**src/include/ssu_pkg.sv**
```systemverilog
package ssu_pkg;
    // register offsets on the highway port
    localparam logic [7:0] OFF_CTL = 8'h00;
    localparam logic [7:0] OFF_CSR = 8'h04;
    localparam logic [7:0] OFF_TXDR = 8'h08;
    localparam logic [7:0] OFF_RXDR = 8'h0C;
    localparam logic [7:0] OFF_RXACK = 8'h10;
    // port_control_register field positions
    localparam int CTL_PIN1_SEL = 0;
    localparam int CTL_PIN2_SEL = 2;
    localparam int CTL_PIN1_OUT = 4;
    localparam int CTL_PIN2_OUT = 5;
    localparam int CTL_CDE = 6;
    localparam int CTL_FMS = 7;
    localparam int CTL_TCP = 8;
    localparam int CTL_RCP = 9;
    localparam int CTL_TSD = 10;
    localparam int CTL_RSD = 11;
    localparam int CTL_SLOTS = 12;
    localparam int CTL_TXE = 16;
    localparam int CTL_RXE = 17;
    localparam int CTL_EMS = 18;
    localparam int CTL_TXR = 19;
    localparam int CTL_RXR = 20;
    localparam logic [31:0] CTL_STORE_MASK = 32'h0007FFFF;
    localparam logic [31:0] CTL_RESET = 32'h0000000F;
    // port_status_register field positions
    localparam int CSR_HALVE = 0;
    localparam int CSR_PIN1_IN = 1;
    localparam int CSR_PIN2_IN = 2;
    localparam int CSR_CHANGE = 3;
    localparam int CSR_TX_UNDERRUN = 4;
    localparam int CSR_RX_OVERRUN = 5;
    localparam int CSR_WAR = 8;
    localparam int CSR_TX_FREE = 16;
    localparam logic CSR_HALVE_RESET = 1'b0;
    // pin select codes
    localparam logic [1:0] SEL_GP_OUT = 2'b00;
    localparam logic [1:0] SEL_GP_IN = 2'b01;
    localparam logic [1:0] SEL_FUNC_A = 2'b10;
    localparam logic [1:0] SEL_FUNC_B = 2'b11;
    // buffer geometry
    localparam int WORD_W = 16;
    localparam int CNT_W = 6;
    localparam int TX_DEPTH = 30;
    localparam int RX_DEPTH = 32;
    localparam logic [3:0] BIT_LAST = 4'hF;
    typedef enum logic [1:0] {
        TX_IDLE = 2'b01,
        TX_SHIFT = 2'b10
    } ssu_tx_state_t;
endpackage : ssu_pkg

```
**src/include/ssu_fifo_if.sv**
```systemverilog
`timescale 1ns/1ps
`default_nettype none
interface ssu_fifo_if;
    logic push;
    logic [15:0] push_data;
    logic pop;
    logic pop2;
    logic [15:0] head0;
    logic [15:0] head1;
    logic [5:0] count;
    logic full;
    logic empty;
    modport store (input push, push_data, pop, pop2, output head0, head1, count, full, empty);
    modport user (output push, push_data, pop, pop2, input head0, head1, count, full, empty);
endinterface : ssu_fifo_if
`default_nettype wire

```
**src/verilog/ssu_serial_port.sv**
```systemverilog
`timescale 1ns/1ps
`default_nettype none
module ssu_serial_port (
    // clock and reset
    input wire logic ref_clk,
    input wire logic srst,
    // register port
    input wire logic [7:0] reg_addr,
    input wire logic reg_write,
    input wire logic reg_read,
    input wire logic [31:0] reg_wdata,
    output logic [31:0] reg_rdata,
    output logic reg_rdata_valid,
    // serial link
    input wire logic rx_serial_clock_pin,
    input wire logic rx_frame_sync_pin,
    input wire logic rx_serial_data_pin,
    output logic tx_serial_data_pin,
    // dual purpose pins
    input wire logic dual_pin_one_in,
    output logic dual_pin_one_out,
    output logic dual_pin_one_oe_n,
    input wire logic dual_pin_two_in,
    output logic dual_pin_two_out,
    output logic dual_pin_two_oe_n,
    // change detector request
    output logic change_detect_request
);
    logic [31:0] ctl_q;
    logic halve_q, change_q, underrun_q, overrun_q;
    logic pin1_prev_q, half_clk_q, tx_clk_prev_q, rx_clk_prev_q;
    logic [3:0] gen_bit_q, gen_slot_q;
    logic gen_fs_q;
    ssu_pkg::ssu_tx_state_t tx_state_q;
    logic [15:0] tx_sr_q, tx_last_q;
    logic [3:0] tx_cnt_q, rx_cnt_q;
    logic [15:0] rx_sr_q;
    logic rx_active_q;
    logic pend_q;
    logic [15:0] pend_data_q;
    logic pin1_out_q, pin2_out_q, pin1_oe_n_q, pin2_oe_n_q;

    ssu_fifo_if tx_if ();
    ssu_fifo_if rx_if ();

    function automatic logic first_bit(input logic [15:0] w, input logic lsb);
        return lsb ? w[0] : w[15];
    endfunction : first_bit

    function automatic logic [15:0] shift_out(input logic [15:0] w, input logic lsb);
        return lsb ? {1'b0, w[15:1]} : {w[14:0], 1'b0};
    endfunction : shift_out

    // register decode
    wire wr_ctl = reg_write && (reg_addr == ssu_pkg::OFF_CTL);
    wire wr_csr = reg_write && (reg_addr == ssu_pkg::OFF_CSR);
    wire wr_txdr = reg_write && (reg_addr == ssu_pkg::OFF_TXDR);
    wire wr_ack = reg_write && (reg_addr == ssu_pkg::OFF_RXACK);
    wire soft_all = wr_ctl && reg_wdata[ssu_pkg::CTL_TXR] && reg_wdata[ssu_pkg::CTL_RXR];
    wire core_rst = srst || soft_all;

    // control fields, own clock polarity and shift direction for each direction
    wire [1:0] pin1_sel = ctl_q[ssu_pkg::CTL_PIN1_SEL +: 2];
    wire [1:0] pin2_sel = ctl_q[ssu_pkg::CTL_PIN2_SEL +: 2];
    wire frame_pulse_mode = ctl_q[ssu_pkg::CTL_FMS];
    wire tx_clock_polarity = ctl_q[ssu_pkg::CTL_TCP];
    wire rx_clock_polarity = ctl_q[ssu_pkg::CTL_RCP];
    wire tx_shift_direction = ctl_q[ssu_pkg::CTL_TSD];
    wire rx_shift_direction = ctl_q[ssu_pkg::CTL_RSD];
    wire [3:0] slots = ctl_q[ssu_pkg::CTL_SLOTS +: 4];
    wire transmitter_enable = ctl_q[ssu_pkg::CTL_TXE];
    wire rxe = ctl_q[ssu_pkg::CTL_RXE];
    wire ems = ctl_q[ssu_pkg::CTL_EMS];

    // halved receive clock as transmit base
    wire base_clk = halve_q ? half_clk_q : rx_serial_clock_pin;
    wire tx_clk = (pin1_sel == ssu_pkg::SEL_FUNC_A) ? dual_pin_one_in : base_clk;
    wire tx_edge = tx_clock_polarity ? (tx_clk_prev_q && !tx_clk) : (!tx_clk_prev_q && tx_clk);
    // receive clock straight from its pin
    wire rx_rise = !rx_clk_prev_q && rx_serial_clock_pin;
    wire rx_edge = rx_clock_polarity ? (rx_clk_prev_q && !rx_serial_clock_pin) : rx_rise;

    wire [3:0] slot_last = slots - 4'h1;
    // word or bit long sync pulse
    wire gen_fs_d = (gen_slot_q == 4'h0) && (!frame_pulse_mode || gen_bit_q == 4'h0);

    wire tx_fs = (pin2_sel == ssu_pkg::SEL_FUNC_A) ? gen_fs_q :
                 (pin2_sel == ssu_pkg::SEL_FUNC_B) ? dual_pin_two_in : rx_frame_sync_pin;

    // reload word, previous one when buffer is dry
    wire tx_dry = tx_if.empty;
    wire [15:0] tx_load = tx_dry ? tx_last_q : tx_if.head0;
    wire tx_reload = transmitter_enable && tx_edge && (((tx_state_q == ssu_pkg::TX_IDLE) && tx_fs) ||
                     ((tx_state_q == ssu_pkg::TX_SHIFT) && (tx_cnt_q == 4'h0)));

    // split transmit word, order by endian bit
    wire [5:0] tx_used = tx_if.count + {5'h00, pend_q};
    wire txdr_ok = wr_txdr && (tx_used <= 6'(ssu_pkg::TX_DEPTH - 2));
    wire [15:0] tx_first = ems ? reg_wdata[15:0] : reg_wdata[31:16];
    wire [15:0] tx_second = ems ? reg_wdata[31:16] : reg_wdata[15:0];
    assign tx_if.push = pend_q || txdr_ok;
    assign tx_if.push_data = pend_q ? pend_data_q : tx_first;
    assign tx_if.pop = tx_reload && !tx_dry;
    assign tx_if.pop2 = 1'b0;

    wire [15:0] rx_next = rx_shift_direction ? {rx_serial_data_pin, rx_sr_q[15:1]} :
                                {rx_sr_q[14:0], rx_serial_data_pin};
    wire rx_take = rxe && rx_edge && (rx_active_q || rx_frame_sync_pin);
    wire rx_done = rx_take && (rx_active_q ? rx_cnt_q : 4'h0) == ssu_pkg::BIT_LAST;
    wire rx_overrun_ev = rx_done && rx_if.full;
    assign rx_if.push = rx_done && !rx_if.full;
    assign rx_if.push_data = rx_next;
    assign rx_if.pop = 1'b0;
    assign rx_if.pop2 = wr_ack && reg_wdata[0];

    // change detector on pin one input
    wire change_ev = (pin1_sel == ssu_pkg::SEL_GP_IN) && (pin1_prev_q != dual_pin_one_in);
    assign change_detect_request = change_q && ctl_q[ssu_pkg::CTL_CDE];

    wire [4:0] words_available_read = rx_if.count[5:1];
    wire [5:0] tx_free = 6'(ssu_pkg::TX_DEPTH) - tx_if.count;
    // receive word read without side effect
    wire [31:0] rxdr = ems ? {rx_if.head1, rx_if.head0} : {rx_if.head0, rx_if.head1};
    wire [31:0] csr_view = {10'h000, tx_free, 3'h0, words_available_read, 2'h0, overrun_q, underrun_q,
                            change_q, dual_pin_two_in, dual_pin_one_in, halve_q};
    wire [31:0] rd_mux = (reg_addr == ssu_pkg::OFF_CTL) ? ctl_q :
                         (reg_addr == ssu_pkg::OFF_CSR) ? csr_view :
                         (reg_addr == ssu_pkg::OFF_RXDR) ? rxdr : 32'h00000000;

    ssu_word_fifo #(.DEPTH(ssu_pkg::TX_DEPTH)) u_tx_buf (
        .ref_clk(ref_clk),
        .srst(core_rst),
        .port(tx_if.store)
    );

    ssu_word_fifo #(.DEPTH(ssu_pkg::RX_DEPTH)) u_rx_buf (
        .ref_clk(ref_clk),
        .srst(core_rst),
        .port(rx_if.store)
    );

    // control register
    always_ff @(posedge ref_clk) begin
        if (core_rst) begin
            ctl_q <= ssu_pkg::CTL_RESET;
        end else if (wr_ctl) begin
            ctl_q <= reg_wdata & ssu_pkg::CTL_STORE_MASK;
            if (reg_wdata[ssu_pkg::CTL_TXR]) begin
                ctl_q[ssu_pkg::CTL_PIN1_SEL +: 2] <= ssu_pkg::SEL_FUNC_B;
                ctl_q[ssu_pkg::CTL_PIN2_SEL +: 2] <= ssu_pkg::SEL_FUNC_B;
            end
        end
    end

    // status flags, hardware set wins over write-one clear
    always_ff @(posedge ref_clk) begin
        if (core_rst) begin
            halve_q <= ssu_pkg::CSR_HALVE_RESET;
            change_q <= 1'b0;
            underrun_q <= 1'b0;
            overrun_q <= 1'b0;
        end else begin
            if (wr_csr) begin
                halve_q <= reg_wdata[ssu_pkg::CSR_HALVE];
            end
            change_q <= change_ev || (change_q && !(wr_csr && reg_wdata[ssu_pkg::CSR_CHANGE]));
            underrun_q <= (tx_reload && tx_dry) ||
                          (underrun_q && !(wr_csr && reg_wdata[ssu_pkg::CSR_TX_UNDERRUN]));
            overrun_q <= rx_overrun_ev ||
                         (overrun_q && !(wr_csr && reg_wdata[ssu_pkg::CSR_RX_OVERRUN]));
        end
    end

    // single-domain edge sampling keeps every event counted once
    always_ff @(posedge ref_clk) begin
        if (core_rst) begin
            // follow the pins in reset so no false edge shows after release
            pin1_prev_q <= dual_pin_one_in;
            tx_clk_prev_q <= tx_clk;
            rx_clk_prev_q <= rx_serial_clock_pin;
            half_clk_q <= 1'b0;
        end else begin
            pin1_prev_q <= dual_pin_one_in;
            tx_clk_prev_q <= tx_clk;
            rx_clk_prev_q <= rx_serial_clock_pin;
            if (rx_rise) begin
                half_clk_q <= !half_clk_q;
            end
        end
    end

    always_ff @(posedge ref_clk) begin
        if (core_rst) begin
            gen_bit_q <= 4'h0;
            gen_slot_q <= 4'h0;
            gen_fs_q <= 1'b0;
        end else begin
            gen_fs_q <= gen_fs_d;
            if (tx_edge) begin
                gen_bit_q <= gen_bit_q + 4'h1;
                if (gen_bit_q == ssu_pkg::BIT_LAST) begin
                    gen_slot_q <= (gen_slot_q == slot_last) ? 4'h0 : gen_slot_q + 4'h1;
                end
            end
        end
    end

    always_ff @(posedge ref_clk) begin
        if (core_rst) begin
            tx_state_q <= ssu_pkg::TX_IDLE;
            tx_sr_q <= 16'h0000;
            tx_last_q <= 16'h0000;
            tx_cnt_q <= 4'h0;
            tx_serial_data_pin <= 1'b0;
        end else if (!transmitter_enable) begin
            tx_state_q <= ssu_pkg::TX_IDLE;
        end else if (tx_reload) begin
            tx_state_q <= ssu_pkg::TX_SHIFT;
            tx_last_q <= tx_load;
            tx_sr_q <= shift_out(tx_load, tx_shift_direction);
            tx_cnt_q <= 4'h1;
            tx_serial_data_pin <= first_bit(tx_load, tx_shift_direction);
        end else if (tx_edge) begin
            case (tx_state_q)
                ssu_pkg::TX_SHIFT: begin
                    tx_sr_q <= shift_out(tx_sr_q, tx_shift_direction);
                    tx_cnt_q <= tx_cnt_q + 4'h1;
                    tx_serial_data_pin <= first_bit(tx_sr_q, tx_shift_direction);
                end
                ssu_pkg::TX_IDLE: begin
                    tx_cnt_q <= 4'h0;
                end
                default: begin
                    tx_state_q <= ssu_pkg::TX_IDLE;
                end
            endcase
        end
    end

    // second half follows one clock after the first
    always_ff @(posedge ref_clk) begin
        if (core_rst) begin
            pend_q <= 1'b0;
            pend_data_q <= 16'h0000;
        end else begin
            pend_q <= txdr_ok && !pend_q;
            if (txdr_ok && !pend_q) begin
                pend_data_q <= tx_second;
            end
        end
    end

    // receive shifter, frame sync starts a word
    always_ff @(posedge ref_clk) begin
        if (core_rst) begin
            rx_sr_q <= 16'h0000;
            rx_cnt_q <= 4'h0;
            rx_active_q <= 1'b0;
        end else if (!rxe) begin
            rx_active_q <= 1'b0;
            rx_cnt_q <= 4'h0;
        end else if (rx_take) begin
            rx_sr_q <= rx_next;
            rx_cnt_q <= (rx_active_q ? rx_cnt_q : 4'h0) + 4'h1;
            rx_active_q <= !rx_done || rx_frame_sync_pin;
        end
    end

    always_ff @(posedge ref_clk) begin
        if (core_rst) begin
            pin1_out_q <= 1'b0;
            pin2_out_q <= 1'b0;
            pin1_oe_n_q <= 1'b1;
            pin2_oe_n_q <= 1'b1;
        end else begin
            pin1_out_q <= ctl_q[ssu_pkg::CTL_PIN1_OUT];
            pin1_oe_n_q <= (pin1_sel != ssu_pkg::SEL_GP_OUT);
            pin2_out_q <= (pin2_sel == ssu_pkg::SEL_FUNC_A) ? gen_fs_q : ctl_q[ssu_pkg::CTL_PIN2_OUT];
            pin2_oe_n_q <= (pin2_sel != ssu_pkg::SEL_GP_OUT) && (pin2_sel != ssu_pkg::SEL_FUNC_A);
        end
    end
    assign dual_pin_one_out = pin1_out_q;
    assign dual_pin_one_oe_n = pin1_oe_n_q;
    assign dual_pin_two_out = pin2_out_q;
    assign dual_pin_two_oe_n = pin2_oe_n_q;

    always_ff @(posedge ref_clk) begin
        if (srst) begin
            reg_rdata <= 32'h00000000;
            reg_rdata_valid <= 1'b0;
        end else begin
            reg_rdata_valid <= reg_read;
            if (reg_read) begin
                reg_rdata <= rd_mux;
            end
        end
    end
endmodule : ssu_serial_port
`default_nettype wire

```
**src/verilog/ssu_word_fifo.sv**
```systemverilog
`timescale 1ns/1ps
`default_nettype none
module ssu_word_fifo #(
    parameter int unsigned DEPTH = 32
) (
    // clock and reset
    input wire logic ref_clk,
    input wire logic srst,
    // storage side
    ssu_fifo_if.store port
);
    logic [15:0] mem_q [DEPTH];
    logic [4:0] rd_q;
    logic [4:0] wr_q;
    logic [5:0] cnt_q;
    logic do_push;
    logic [1:0] n_pop;

    function automatic logic [4:0] ptr_add(input logic [4:0] p, input logic [1:0] inc);
        logic [5:0] s;
        s = {1'b0, p} + {4'h0, inc};
        if (s >= 6'(DEPTH)) begin
            s = s - 6'(DEPTH);
        end
        return s[4:0];
    endfunction : ptr_add

    // a push into a full buffer is dropped, the caller checks full first
    assign do_push = port.push && (cnt_q != 6'(DEPTH));
    assign n_pop = (port.pop2 && cnt_q >= 6'h02) ? 2'h2 : (port.pop && cnt_q != 6'h00) ? 2'h1 : 2'h0;
    assign port.head0 = mem_q[rd_q];
    assign port.head1 = mem_q[ptr_add(rd_q, 2'h1)];
    assign port.count = cnt_q;
    assign port.full = (cnt_q == 6'(DEPTH));
    assign port.empty = (cnt_q == 6'h00);

    always_ff @(posedge ref_clk) begin
        if (do_push) begin
            mem_q[wr_q] <= port.push_data;
        end
    end

    always_ff @(posedge ref_clk) begin
        if (srst) begin
            rd_q <= 5'h00;
            wr_q <= 5'h00;
            cnt_q <= 6'h00;
        end else begin
            rd_q <= ptr_add(rd_q, n_pop);
            wr_q <= ptr_add(wr_q, {1'b0, do_push});
            cnt_q <= cnt_q + {5'h00, do_push} - {4'h0, n_pop};
        end
    end
endmodule : ssu_word_fifo
`default_nettype wire

```
**config.mk**
```make
export PLATFORM = sky130hd
export DESIGN_NAME = ssu_serial_port
export DESIGN_NICKNAME = d
export VERILOG_FILES = /design/src/include/ssu_pkg.sv /design/src/include/ssu_fifo_if.sv /design/src/verilog/ssu_serial_port.sv /design/src/verilog/ssu_word_fifo.sv
export SDC_FILE = /design/constraint.sdc
export NUM_CORES = 1
export LEC_CHECK = 0
export ABC_AREA = 1
export BUFFER_PORTS_ARGS = -buffer_cell sky130_fd_sc_hd__buf_4
export CORE_ASPECT_RATIO = 1.4
export CORE_MARGIN = 3
export CORE_UTILIZATION = 31
export CTS_BUF_LIST = sky130_fd_sc_hd__clkbuf_8
export DETAILED_ROUTE_END_ITERATION = 10
export PLACE_DENSITY = 0.54
export SYNTH_ARGS = -nofsm -noshare
export SYNTH_HDL_FRONTEND = slang
export SYNTH_SLANG_ARGS = --single-unit
```
**constraint.sdc**
```tcl
create_clock -name ref_clk -period 3.5 [get_ports ref_clk]
set_input_delay 0.35 -clock ref_clk [delete_from_list [all_inputs] [get_ports ref_clk]]
set_output_delay 0.35 -clock ref_clk [all_outputs]
set_load 0.05 [all_outputs]
```
== After elaboration in Yosys (flattened, before gate mapping) ==
Memory sizes are Yosys's and may differ from the RTL's. A register that Yosys moved wholly into a read port is not among the register bits.
Cells that the tools add are included.

* $add $sub $neg: 21
* $lt $le $gt $ge: 7
* Equal/unequal tests: 19
* Muxes and demuxes: 48
* Bitwise logic cells: 2
* Reduce and logical (&&, ||, !) cells: 80

{| class="wikitable"
|+ Operators by type and width
! cell !! count
|-
| 16-bit 2-to-1 mux || 10
|-
| 32-bit 2-to-1 mux || 4
|-
| 1-bit logical AND || 38
|-
| 5-bit 2-to-1 mux || 7
|-
| 4-bit 2-to-1 mux || 5
|-
| 5-bit by 1-bit adder with 6-bit output || 3
|-
| 6-bit by 1-bit adder with 6-bit output || 3
|-
| 6-bit >= comparator, second input constant || 3
|-
| 1-bit 2-to-1 mux || 17
|-
| 4-bit by 1-bit adder with 4-bit output, second input constant || 4
|-
| 8-bit by 4-bit equality test with 1-bit output, second input constant || 2
|-
| 5-bit by 1-bit subtractor with 5-bit output, second input constant || 3
|-
| 1-bit zero test || 13
|-
| 6-bit by 5-bit >= comparator with 1-bit output, second input constant || 2
|-
| 4-bit zero test || 3
|-
| 6-bit by 2-bit subtractor with 6-bit output || 2
|-
| 5-bit subtractor, second input constant || 2
|-
| 1-bit logical OR || 9
|-
| 2-bit equality test, second input constant || 4
|-
| 4-bit equality test, second input constant || 2
|-
| 8-bit by 3-bit equality test with 1-bit output, second input constant || 1
|-
| 8-bit by 5-bit equality test with 1-bit output, second input constant || 1
|-
| 8-bit zero test || 1
|-
| 2-bit 2-to-1 mux || 4
|-
| 23 further kinds || 34
|}

* Register bits after elaboration: 182
* RAM bits: 992
* Input bits: 49
* Output and inout bits: 39
* Logic and storage cells: 213
* Memories: 2

{| class="wikitable"
|+ Memories
! name !! words !! bits a word !! rd ports !! clocked after Yosys merged registers in !! write ports !! line !! RTL
|-
| u_rx_buf.mem_q || 32 || 16 || 2 || 1 || 1 || ssu_word_fifo.sv:12 || <nowiki>logic [15:0] mem_q [DEPTH];</nowiki>
|-
| u_tx_buf.mem_q || 30 || 16 || 1 || 1 || 1 || ssu_word_fifo.sv:12 ||
|}

== Depth between registers and ports, before layout ==
Gate-level depths: netlist of run 1.

* Word-level depth: 14
* Depth in mapped cells: 21

== By module ==
A second synthesis of run 1 with hierarchy kept.

* Cell total of the unflattened synthesis: 7682
* Area total of the unflattened synthesis: 62602.5 µm²

{| class="wikitable"
|+ By module, submodules not included
! module !! times used !! cells an instance !! area each (µm²) !! sequential area each (µm²)
|-
| ssu_word_fifo (u_rx_buf) || 1 || 3588 || 28469.8 || 15695.1
|-
| ssu_word_fifo (u_tx_buf) || 1 || 2739 || 25557.0 || 14734.1
|-
| ssu_serial_port || 1 || 1355 || 8575.7 || 3002.9
|}

== Worst setup path after synthesis of run 1 ==
Ideal clock, no wire load.

* Path type: flip-flop to flip-flop
* Start: reg u_tx_buf.cnt_q[0] (netlist: u_tx_buf.port.count[0])
* End: mem u_tx_buf.mem_q[10][0] (enable)
* Library setup time: 388 ps
* Arrival: 2371 ps
* Required time: 3112 ps
* Slack: 740 ps
* Stages on the path, launching flop included: 10
* Clock period less this slack: 2760 ps
* Cell sequence: dfxtp_1 > ha_1 > ha_1 > o22ai_1 > a21oi_1 > nand3_1 > a21oi_1 > a31oi_2 > nand3_1 > nor2_1

* Cells in the longest elaborated chain, start to end: 7
* Elaborated cells on any way between the ends: 8

{| class="wikitable"
|+ Ends and longest elaborated chain
! item !! line !! RTL
|-
| start: declaration || ssu_word_fifo.sv:15 || <nowiki>logic [5:0] cnt_q;</nowiki>
|-
| start signal: assignment || ssu_word_fifo.sv:51 || <nowiki>cnt_q <= cnt_q + {5'h00, do_push} - {4'h0, n_pop};</nowiki>
|-
| 6-bit by 1-bit adder with 6-bit output || ssu_serial_port.sv:97 || <nowiki>wire [5:0] tx_used = tx_if.count + {5'h00, pend_q};</nowiki>
|-
| 6-bit by 5-bit less-or-equal comparator with 1-bit output || ssu_serial_port.sv:98 || <nowiki>wire txdr_ok = wr_txdr && (tx_used <= 6'(ssu_pkg::TX_DEPTH - 2));</nowiki>
|-
| 1-bit logical AND || ssu_serial_port.sv:98 ||
|-
| 1-bit logical OR || ssu_serial_port.sv:101 || <nowiki>assign tx_if.push = pend_q || txdr_ok;</nowiki>
|-
| 1-bit logical AND (*) || ssu_word_fifo.sv:29 || <nowiki>assign do_push = port.push && (cnt_q != 6'(DEPTH));</nowiki>
|-
| 1-bit 2-to-1 mux (*) || ssu_word_fifo.sv:38 || <nowiki>if (do_push) begin</nowiki>
|-
| 1-bit 2-to-1 mux (implied by the code) (*) || ssu_word_fifo.sv:39 || <nowiki>mem_q[wr_q] <= port.push_data;</nowiki>
|-
| end: declaration || ssu_word_fifo.sv:12 ||
|}

Every way passes the cells marked *; elsewhere a longest branch is shown, timed or not.

== Worst setup path in the final report of run 1 ==
* Start: reg u_rx_buf.rd_q[1]
* End: reg reg_rdata[2]

* Cells in the longest elaborated chain, start to end: 8
* Elaborated cells on any way between the ends: 9

{| class="wikitable"
|+ Ends and longest elaborated chain
! item !! line !! RTL
|-
| start: declaration || ssu_word_fifo.sv:13 || <nowiki>logic [4:0] rd_q;</nowiki>
|-
| start signal: assignment || ssu_word_fifo.sv:49 || <nowiki>rd_q <= ptr_add(rd_q, n_pop);</nowiki>
|-
| 5-bit by 1-bit adder with 6-bit output (*) || ssu_word_fifo.sv:21 || <nowiki>s = {1'b0, p} + {4'h0, inc};</nowiki>
|-
| 5-bit by 1-bit subtractor with 5-bit output or 6-bit >= comparator (tied branches) || ssu_word_fifo.sv:23, ssu_word_fifo.sv:22 ||
|-
| 5-bit 2-to-1 mux (*) || ssu_word_fifo.sv:22 || <nowiki>if (s >= 6'(DEPTH)) begin</nowiki>
|-
| memory 32 x 16 bit (*) || -- ||
|-
| 32-bit 2-to-1 mux (*) || ssu_serial_port.sv:123 || <nowiki>wire [31:0] rxdr = ems ? {rx_if.head1, rx_if.head0} : {rx_if.head0, rx_if.head1};</nowiki>
|-
| 32-bit 2-to-1 mux (*) || ssu_serial_port.sv:128 || <nowiki>(reg_addr == ssu_pkg::OFF_RXDR) ? rxdr : 32'h00000000;</nowiki>
|-
| 32-bit 2-to-1 mux (*) || ssu_serial_port.sv:127 || <nowiki>(reg_addr == ssu_pkg::OFF_CSR) ? csr_view :</nowiki>
|-
| 32-bit 2-to-1 mux (*) || ssu_serial_port.sv:126 || <nowiki>wire [31:0] rd_mux = (reg_addr == ssu_pkg::OFF_CTL) ? ctl_q :</nowiki>
|-
| end signal: assignment || ssu_serial_port.sv:294 || <nowiki>reg_rdata <= rd_mux;</nowiki>
|-
| end: declaration || ssu_serial_port.sv:12 || <nowiki>output logic [31:0] reg_rdata,</nowiki>
|}

Marks and branches as above.
A chain may end at the register's enable or synchronous reset.

==> results of run 1 <==
-- cell usage after synthesis (7+ instances only) --
| library cell | instances |
|---|---|
| buf_4 | 18 |
| nor3_1 | 10 |
| nand4_1 | 8 |
| o21ai_1 | 7 |
| nor2_1 | 433 |
| a21oi_1 | 234 |
| inv_1 | 191 |
| buf_2 | 89 |
| clkbuf_1 | 132 |
| nand2_1 | 989 |
| o22ai_1 | 8 |
| o221ai_1 | 14 |
| ha_1 | 51 |
| xor2_1 | 16 |
| inv_2 | 12 |
| o211ai_1 | 146 |
| dfxtp_1 | 181 |
| buf_1 | 36 |
| o21ai_0 | 298 |
| nand3_1 | 644 |
| edfxtp_1 | 992 |
| o211a_1 | 13 |
-- critical path, cell delays in order (launching register included) --
cell	delay, ps
dfxtp_4	370
inv_6	480
buf_12	360
nor2_1	70
nor2_1	80
o21ai_0	90
o211ai_1	130
nand3_1	240
nand3_1	150
nand3_1	220
nand2_1	120
nand2_1	70
a21oi_1	120
dlygate4sd3_1	550
-- flip-flops by register name, summed over array words and instances, names as in the netlist, 2 cells and up --
register and cells:
u_rx_buf.rd_q 4, u_rx_buf.wr_q 5, u_tx_buf.mem_q 480, u_tx_buf.rd_q 5
tx_cnt_q 4, tx_sr_q 16, reg_rdata 32, u_rx_buf.mem_q 512
tx_last_q 16, pend_data_q 16, u_rx_buf.port.count 6, gen_bit_q 4
u_tx_buf.port.count 6, u_tx_buf.wr_q 5, ctl_q 19, rx_sr_q 16
tx_state_q 2, gen_slot_q 4, rx_cnt_q 4
-- report_power, final --
part | leakage [nW] | total, mW | internal, mW | switching, mW
clock | 2.03 | 10.8 | 5.41 | 5.41
sequential | 11.2 | 15.0 | 15.0 | 0.00882
combinational | 7.79 | 0.420 | 0.118 | 0.301
-- through the flow --
| step | power [mW] | worst slack (ps) | hold WS [ps] | std cells |
|---|---|---|---|---|
| after floorplan | 15.5 | 740 | 378 | 4577 |
| after global placement | 15.7 | 115 | 447 | 6657 |
| after detailed placement | 15.7 | 135 | 455 | 6657 |
| after CTS | 26.6 | 116 | 60.0 | 7031 |
| after global routing | 27.2 | 10.6 | 124 | 7033 |
| final | 26.3 | 255 | 147 | 7037 |
-- logic make-up (layout without fill, tap and decap cells) --
family,Yosys count,count (layout)
xor+xnor,19,19
simple gates,2112,2112
buf+inv,488,854
compound gates,733,733
other cells,0,6
fa+ha+maj,52,52
flops,1173,1173
-- worst max path at each step --
stage,startpoint,to,slack (ps),cells after the start
6_report,u_rx_buf.rd_q[1]$_SDFF_PP0_,reg_rdata[2]$_SDFFE_PP0P_,250,13
5_1_grt,u_tx_buf.port.count[0]$_SDFF_PP0_,u_tx_buf.wr_q[1]$_SDFF_PP0_,10,19
4_1_cts,u_tx_buf.port.count[0]$_SDFF_PP0_,u_tx_buf.wr_q[1]$_SDFF_PP0_,120,19
3_5_place_dp,u_tx_buf.port.count[0]$_SDFF_PP0_,u_tx_buf.wr_q[1]$_SDFF_PP0_,130,19
3_3_place_gp,u_tx_buf.port.count[0]$_SDFF_PP0_,u_tx_buf.wr_q[2]$_SDFF_PP0_,120,20
2_1_floorplan,u_tx_buf.port.count[0]$_SDFF_PP0_,u_tx_buf.mem_q[10][0]$_DFFE_PP_,740,9
-- placed cells by master (no fill, tap or decap), types with 173 or more instances in the layout --
master and n:
edfxtp_1 992, buf_4 257, nand3_1 644, o21ai_0 284, clkbuf_8 194, nor2_1 424
dfxtp_1 173, inv_1 270, nand2_1 989, a21oi_1 218
-- layer usage --
metal  global-route usage  wire [um]
met1                0.233      62400
met2                0.281      69000
met3               0.0340      10500
met4               0.0605       4400
met5                    0          0
-- timing repair --
action                     4_1_cts  5_1_grt
hold endpoints to repair        78        0
hold buffers                    49        0
setup endpoints to repair        0        4
gates resized for setup          0        4
-- layout make-up --
class | count | area share
clock inverters | 131 | 0.0120
inverters | 208 | 0.0139
multi-input cells | 2916 | 0.247
repair buffers | 321 | 0.0477
well taps | 2088 | 0.0458
flip-flops and latches | 1173 | 0.586
diodes | 6 | 0.000263
clock buffers | 194 | 0.0468
==> results by group, run 1 <==
Outcome
  • Outcome: complete, no violations

Global routing
  • Largest net degree at the start of global routing: 121
  • Antenna violations before repair: 8
  • Gr ovfl total: 0
  • Total Routing Usage GR: 0.174
  • Number of global-route vias before repair: 34100
  • First-pass GRT wire length: 216000 um

Placement
  • Gpl congestion: 0.840
  • Port bufs: 87
  • Area after DPL: 53200 sq um
  • Hpwl dp: 87300 um

Die
  • Width of the die: 343 um
  • # rows: 172
  • Die area: 164000 sq um
  • Height of the die: 478 um
  • IO Count: 88
  • Core ar.: 158000 sq um
  • Initial Util: 0.313

Yosys
  • Synth Area in Simple Gates: 0.181
  • FFs w/ async S/R, synth: 0
  • Mapped Area: 49400 sq um
  • Leading area contributor after synthesis: edfxtp_1
  • Post-synthesis net count: 4678
  • Syn Inst Count: 4577
  • Most used DFF post-synth: edfxtp_1
  • Number of synthesized flops with an enable pin: 992
  • Top cell type's share of synthesized area: 0.603
  • Combinational family with the most area after synthesis: simple AND/OR/NAND/NOR gates
  • Syn Area/Cell: 10.8 sq um
  • Synth unique cells: 55
  • Synthesized flop and latch total: 1173
  • Xor and xnor area share after synthesis: 0.00337
  • YS warnings: 0
  • Mux cell area share after synthesis: 0
  • Compound-gate portion of the synthesized area: 0.0850
  • Post-synthesis sequential area ratio: 0.676
  • Synth top area cells: edfxtp_1 (60%), nand2_1 (7.5%), dfxtp_1 (7.3%)
  • Adder-cell share of the synthesized area: 0.0133

STA
  • Clk_skew: 53.9 ps
  • Setup TNS: 0 ps
  • Final hold viol count: 0
  • Tcrit/Tclk final: 0.927
  • Minimum clock period: 3250 ps
  • Slew Viols, Final: 0
  • Setup repair after global routing missed its margin: no
  • Headroom to the max-slew limit: 0.276
  • FMAX: 308 MHz
  • Final setup fails: 0
  • Worst slew pin tran: 1080 ps

Worst setup path
  • RR Startpoint: u_rx_buf.rd_q[1]$_SDFF_PP0_
  • Reg-to-reg endpoint: reg_rdata[2]$_SDFFE_PP0P_
  • Kind of critical path: flop to flop
  • CP Max Fanout: 82
  • Crit path arrival time: 4070 ps
  • Critical path capture point type: flop
  • R2R Setup Slk: 250 ps
  • Startpoint Class: flop
  • Req. time, crit path: 4320 ps
  • FF-to-FF path depth: 13

Clock tree
  • Clk sinks: 1173
  • H-tree depth: 4
  • TritonCTS clock tree: done
  • CTS Buf Count: 183
  • Reg clk slew, reported paths: 60 ps
  • Deepest clock path buffer count: 3
  • Root Driver: clkbuf_8
  • Setup bufs post-CTS: 0
  • Clk Latency, worst-skew pair: 900 ps

Cells and area
  • Area grow syn2layout: 15.4%
  • Final Util: 0.362
  • Fillers: 15500
  • FF+latch area: 33400 sq um
  • Final instance area: 57000 sq um
  • Final Net Count: 4904
  • Ratio of cells with drive above 1 in the final layout: 0.118
  • Combined area of the multi-input logic cells: 14100 sq um

Power
  • Leak: 21.0 nW
  • Maximum vdd drop: 0.000373 V
  • PwrDens: 461 nW/um^2

Routing
  • DRC viols: 0
  • WL/cell: 20.8 um
  • Initial DRC Count: 3229
  • Antenna Nets Post-Route: 0
  • Pre-Repair DR Iteration Count: 5
  • Via Count: 35200
  • Drt total wl: 146000 um
  • Via-to-Cell Ratio: 5.00

Flow run
  • Max cap viols: 0

Min path
  • Hold Startpoint: rx_serial_clock_pin
  • Worst hold stages: 2
  • Hold EP: rx_clk_prev_q$_DFF_P_
  • Worst min path class: input port to flop
(Power assumes the default switching activity.)
==> inputs of run 2 (changes only) <==
--- a/config.mk
+++ b/config.mk
@@ -5,7 +5,6 @@
 export SDC_FILE = /design/constraint.sdc
 export NUM_CORES = 1
 export LEC_CHECK = 0
-export ABC_AREA = 1
 export BUFFER_PORTS_ARGS = -buffer_cell sky130_fd_sc_hd__buf_4
 export CORE_ASPECT_RATIO = 1.4
 export CORE_MARGIN = 3
@@ -15,4 +14,5 @@
 export PLACE_DENSITY = 0.54
 export SYNTH_ARGS = -nofsm -noshare
 export SYNTH_HDL_FRONTEND = slang
+export SYNTH_HIERARCHICAL = 1
 export SYNTH_SLANG_ARGS = --single-unit
==> results by group, run 2 <==
Outcome
  • Outcome: complete, no violations (unchanged)

Cells and area
  • Largest registers: u_rx_buf/mem_q x512, u_tx_buf/mem_q x480, reg_rdata x32 (was u_rx_buf.mem_q x512, u_tx_buf.mem_q x480, reg_rdata x32)
  • Area grow syn2layout: 17.7% (was 15.4%)
  • Ratio of cells with drive above 1 in the final layout: 0.343 (was 0.118)
  • Final Non-Filler Cells: 5812 (was 7037)
  • Max FFs per register: 512 (unchanged)
  • Reg with most FFs: u_rx_buf/mem_q (was u_rx_buf.mem_q)
  • Fillers: 15700 (was 15500)
  • Most frequent cells in the layout: edfxtp_1 (992), mux4_2 (405), buf_4 (281) (was edfxtp_1 (992), nand2_1 (989), nand3_1 (644))
  • Commonest non-fill, non-tap cell in the layout: edfxtp_1 (unchanged)
  • Final Net Count: 3530 (was 4904)

Routing
  • Via-to-Cell Ratio: 5.19 (was 5.00)
  • WL/cell: 24.8 um (was 20.8 um)
  • DRC viols: 0 (unchanged)
  • Antenna Nets Post-Route: 0 (unchanged)
  • Via Count: 30200 (was 35200)
  • Drt total wl: 144000 um (was 146000 um)
  • Initial DRC Count: 2269 (was 3229)
  • Pre-Repair DR Iteration Count: 8 (was 5)

STA
  • Setup slack after layout: 119 ps (was 255 ps)
  • Final setup fails: 0 (unchanged)
  • Setup TNS: 0 ps (unchanged)
  • Clk_skew: 49.5 ps (was 53.9 ps)
  • FMAX: 296 MHz (was 308 MHz)
  • Worst slew pin tran: 1030 ps (was 1080 ps)
  • Minimum clock period: 3380 ps (was 3250 ps)
  • Final hold viol count: 0 (unchanged)
  • Headroom to the max-slew limit: 0.315 (was 0.276)
  • Tcrit/Tclk final: 0.966 (was 0.927)
  • Slew Viols, Final: 0 (unchanged)
  • Setup repair after global routing missed its margin: no (unchanged)

Placement
  • Hpwl dp: 95500 um (was 87300 um)
  • Placed cells: 5443 (was 6657)
  • Port bufs: 87 (unchanged)
  • Gpl congestion: 0.812 (was 0.840)
  • Worst slack at placement: 14.9 ps (was 135 ps)

Yosys
  • Mapped Area: 52300 sq um (was 49400 sq um)
  • Syn Area/Cell: 17.0 sq um (was 10.8 sq um)
  • Syn Inst Count: 3086 (was 4577)
  • YS warnings: 6 (was 0)

Clock tree
  • Root Driver: clkbuf_8 (unchanged)
  • Deepest clock path buffer count: 3 (unchanged)
  • CTS Buf Count: 170 (was 183)
  • Reg clk slew, reported paths: 70 ps (was 60 ps)
  • Clk sinks: 1174 (was 1173)
  • H-tree depth: 4 (unchanged)
  • TritonCTS clock tree: done (unchanged)
  • Clk Latency, worst-skew pair: 880 ps (was 900 ps)

Min path
  • Hold Startpoint: dual_pin_one_in (was rx_serial_clock_pin)
  • Worst min path class: input port to flop (unchanged)

Worst setup path
  • CP Max Fanout: 11 (was 82)
  • Critical path capture point type: flop (unchanged)
  • Req. time, crit path: 4250 ps (was 4320 ps)
  • Kind of critical path: input port to flop (was flop to flop)
  • Most Frequent Cell on Critical Path: dlygate4sd3_1 (was nand3_1)
  • Crit. Startpoint: reg_addr[4] (was u_rx_buf.rd_q[1]$_SDFF_PP0_)
  • Worst path bufs/invs: 7 (was 3)
  • CP delay by family, top: buffers and inverters (unchanged)
  • Critical path's slowest cell: dlygate4sd3_1 (unchanged)
  • Critical Path, Cell by Cell: dlygate4sd3_1, buf_4, nor3_4, dlygate4sd3_1, buf_4, and2_1, nand2_2, buf_4, nor3_1, dlygate4sd3_1, o21ai_0, dlygate4sd3_1 (was inv_6, buf_12, nor2_1, nor2_1, o21ai_0, o211ai_1, nand3_1, nand3_1, nand3_1, nand2_1, nand2_1, a21oi_1, dlygate4sd3_1)
  • Delay of the slowest critical-path stage: 640 ps (was 550 ps)
  • Crit path arrival time: 4140 ps (was 4070 ps)
  • Startpoint Class: input port (was flop)
  • RR Startpoint: pend_q$_SDFF_PP0_ (was u_rx_buf.rd_q[1]$_SDFF_PP0_)

Die
  • Initial Util: 0.313 (about the same)
  • Core ar.: 167000 sq um (was 158000 sq um)
  • Die area: 174000 sq um (was 164000 sq um)
  • Width of the die: 353 um (was 343 um)
  • IO Count: 88 (unchanged)
  • Height of the die: 492 um (was 478 um)
  • # rows: 177 (was 172)

Power
  • Total power: 32.1 mW (was 26.3 mW)
  • Leak: 20.6 nW (was 21.0 nW)
  • Maximum vdd drop: 0.000368 V (was 0.000373 V)
  • PwrDens: 521 nW/um^2 (was 461 nW/um^2)

Global routing
  • Number of global-route vias before repair: 31600 (was 34100)
  • Largest net degree at the start of global routing: 73 (was 121)
  • First-pass GRT wire length: 213000 um (was 216000 um)
  • Total Routing Usage GR: 0.164 (was 0.174)
  • Gr ovfl total: 0 (unchanged)
  • Antenna violations before repair: 8 (unchanged)

Flow run
  • Max cap viols: 0 (unchanged)
-- run 2: cell types whose count changed in the layout (fill, tap and decap cells not counted), moves of 42 or more --
cell | before | now
inv_1 | 270 | 90
o211ai_1 | 146 | 1
mux2i_1 | 0 | 110
o21ai_0 | 284 | 22
nor2b_1 | 0 | 49
buf_12 | 15 | 57
nor2_2 | 12 | 63
nand2_1 | 989 | 167
nor2_1 | 424 | 156
nand3_1 | 644 | 31
mux2_2 | 0 | 99
a21oi_1 | 218 | 134
mux4_2 | 0 | 405
-- run 2: worst paths after layout --
path / to / slack (ps) / cells past startpoint
hold reg to reg: tx_last_q[7]$_SDFFE_PP0P_ / 450 / 2
setup reg to reg: u_tx_buf/wr_q[3]$_SDFF_PP0_ / 180 / 18
hold / removal: pin1_prev_q$_DFF_P_ / 200 / 2
setup / recovery: ctl_q[1]$_SDFFE_PP1N_ / 120 / 12
-- run 2: cell type report --
class                      instances  area, sq um  share of cell area
antenna                            4         10.0            0.000163
clock buffer                     184         2530              0.0411
clock inverter                   127          938              0.0152
inverter                          46          176             0.00287
multi-input combinational       1650        17900               0.290
sequential                      1174        33500               0.543
tap                             2237         2800              0.0455
timing repair buffer             390         3770              0.0613
-- run 2: timing repair --
action | 4_1_cts | 5_1_grt
hold buffers | 52 | 0
gates resized for setup | 0 | 8
hold endpoints to repair | 78 | 0
endpoints found under the setup margin | 0 | 7
setup buffers | 0 | 2
-- run 2: metal layers --
metal | vias to the layer above | GRT usage | share of wire
met5 | - | 0 | 0.00024
met4 | 6 | 0.0455 | 0.023
met3 | 200 | 0.0283 | 0.053
met2 | 878 | 0.290 | 0.52
met1 | 16000 | 0.208 | 0.41
li1 | 13100 | - | -
-- run 2: power breakdown --
| part | switching [mW] | internal, mW |
|---|---|---|
| combinational | 2.92 | 2.73 |
| clock | 5.48 | 5.69 |
| sequential | 0.144 | 15.1 |
-- run 2: stage by stage --
stage / cell area, sq um / utilization / hold slack [ps]
2_1_floorplan: 52300 / - / 378
3_3_place_gp: 57500 / 0.344 / 438
3_5_place_dp: 57500 / 0.344 / 446
4_1_cts: 61500 / 0.368 / 82.0
5_1_grt: 61600 / 0.369 / 139
6_report: 61600 / 0.369 / 201
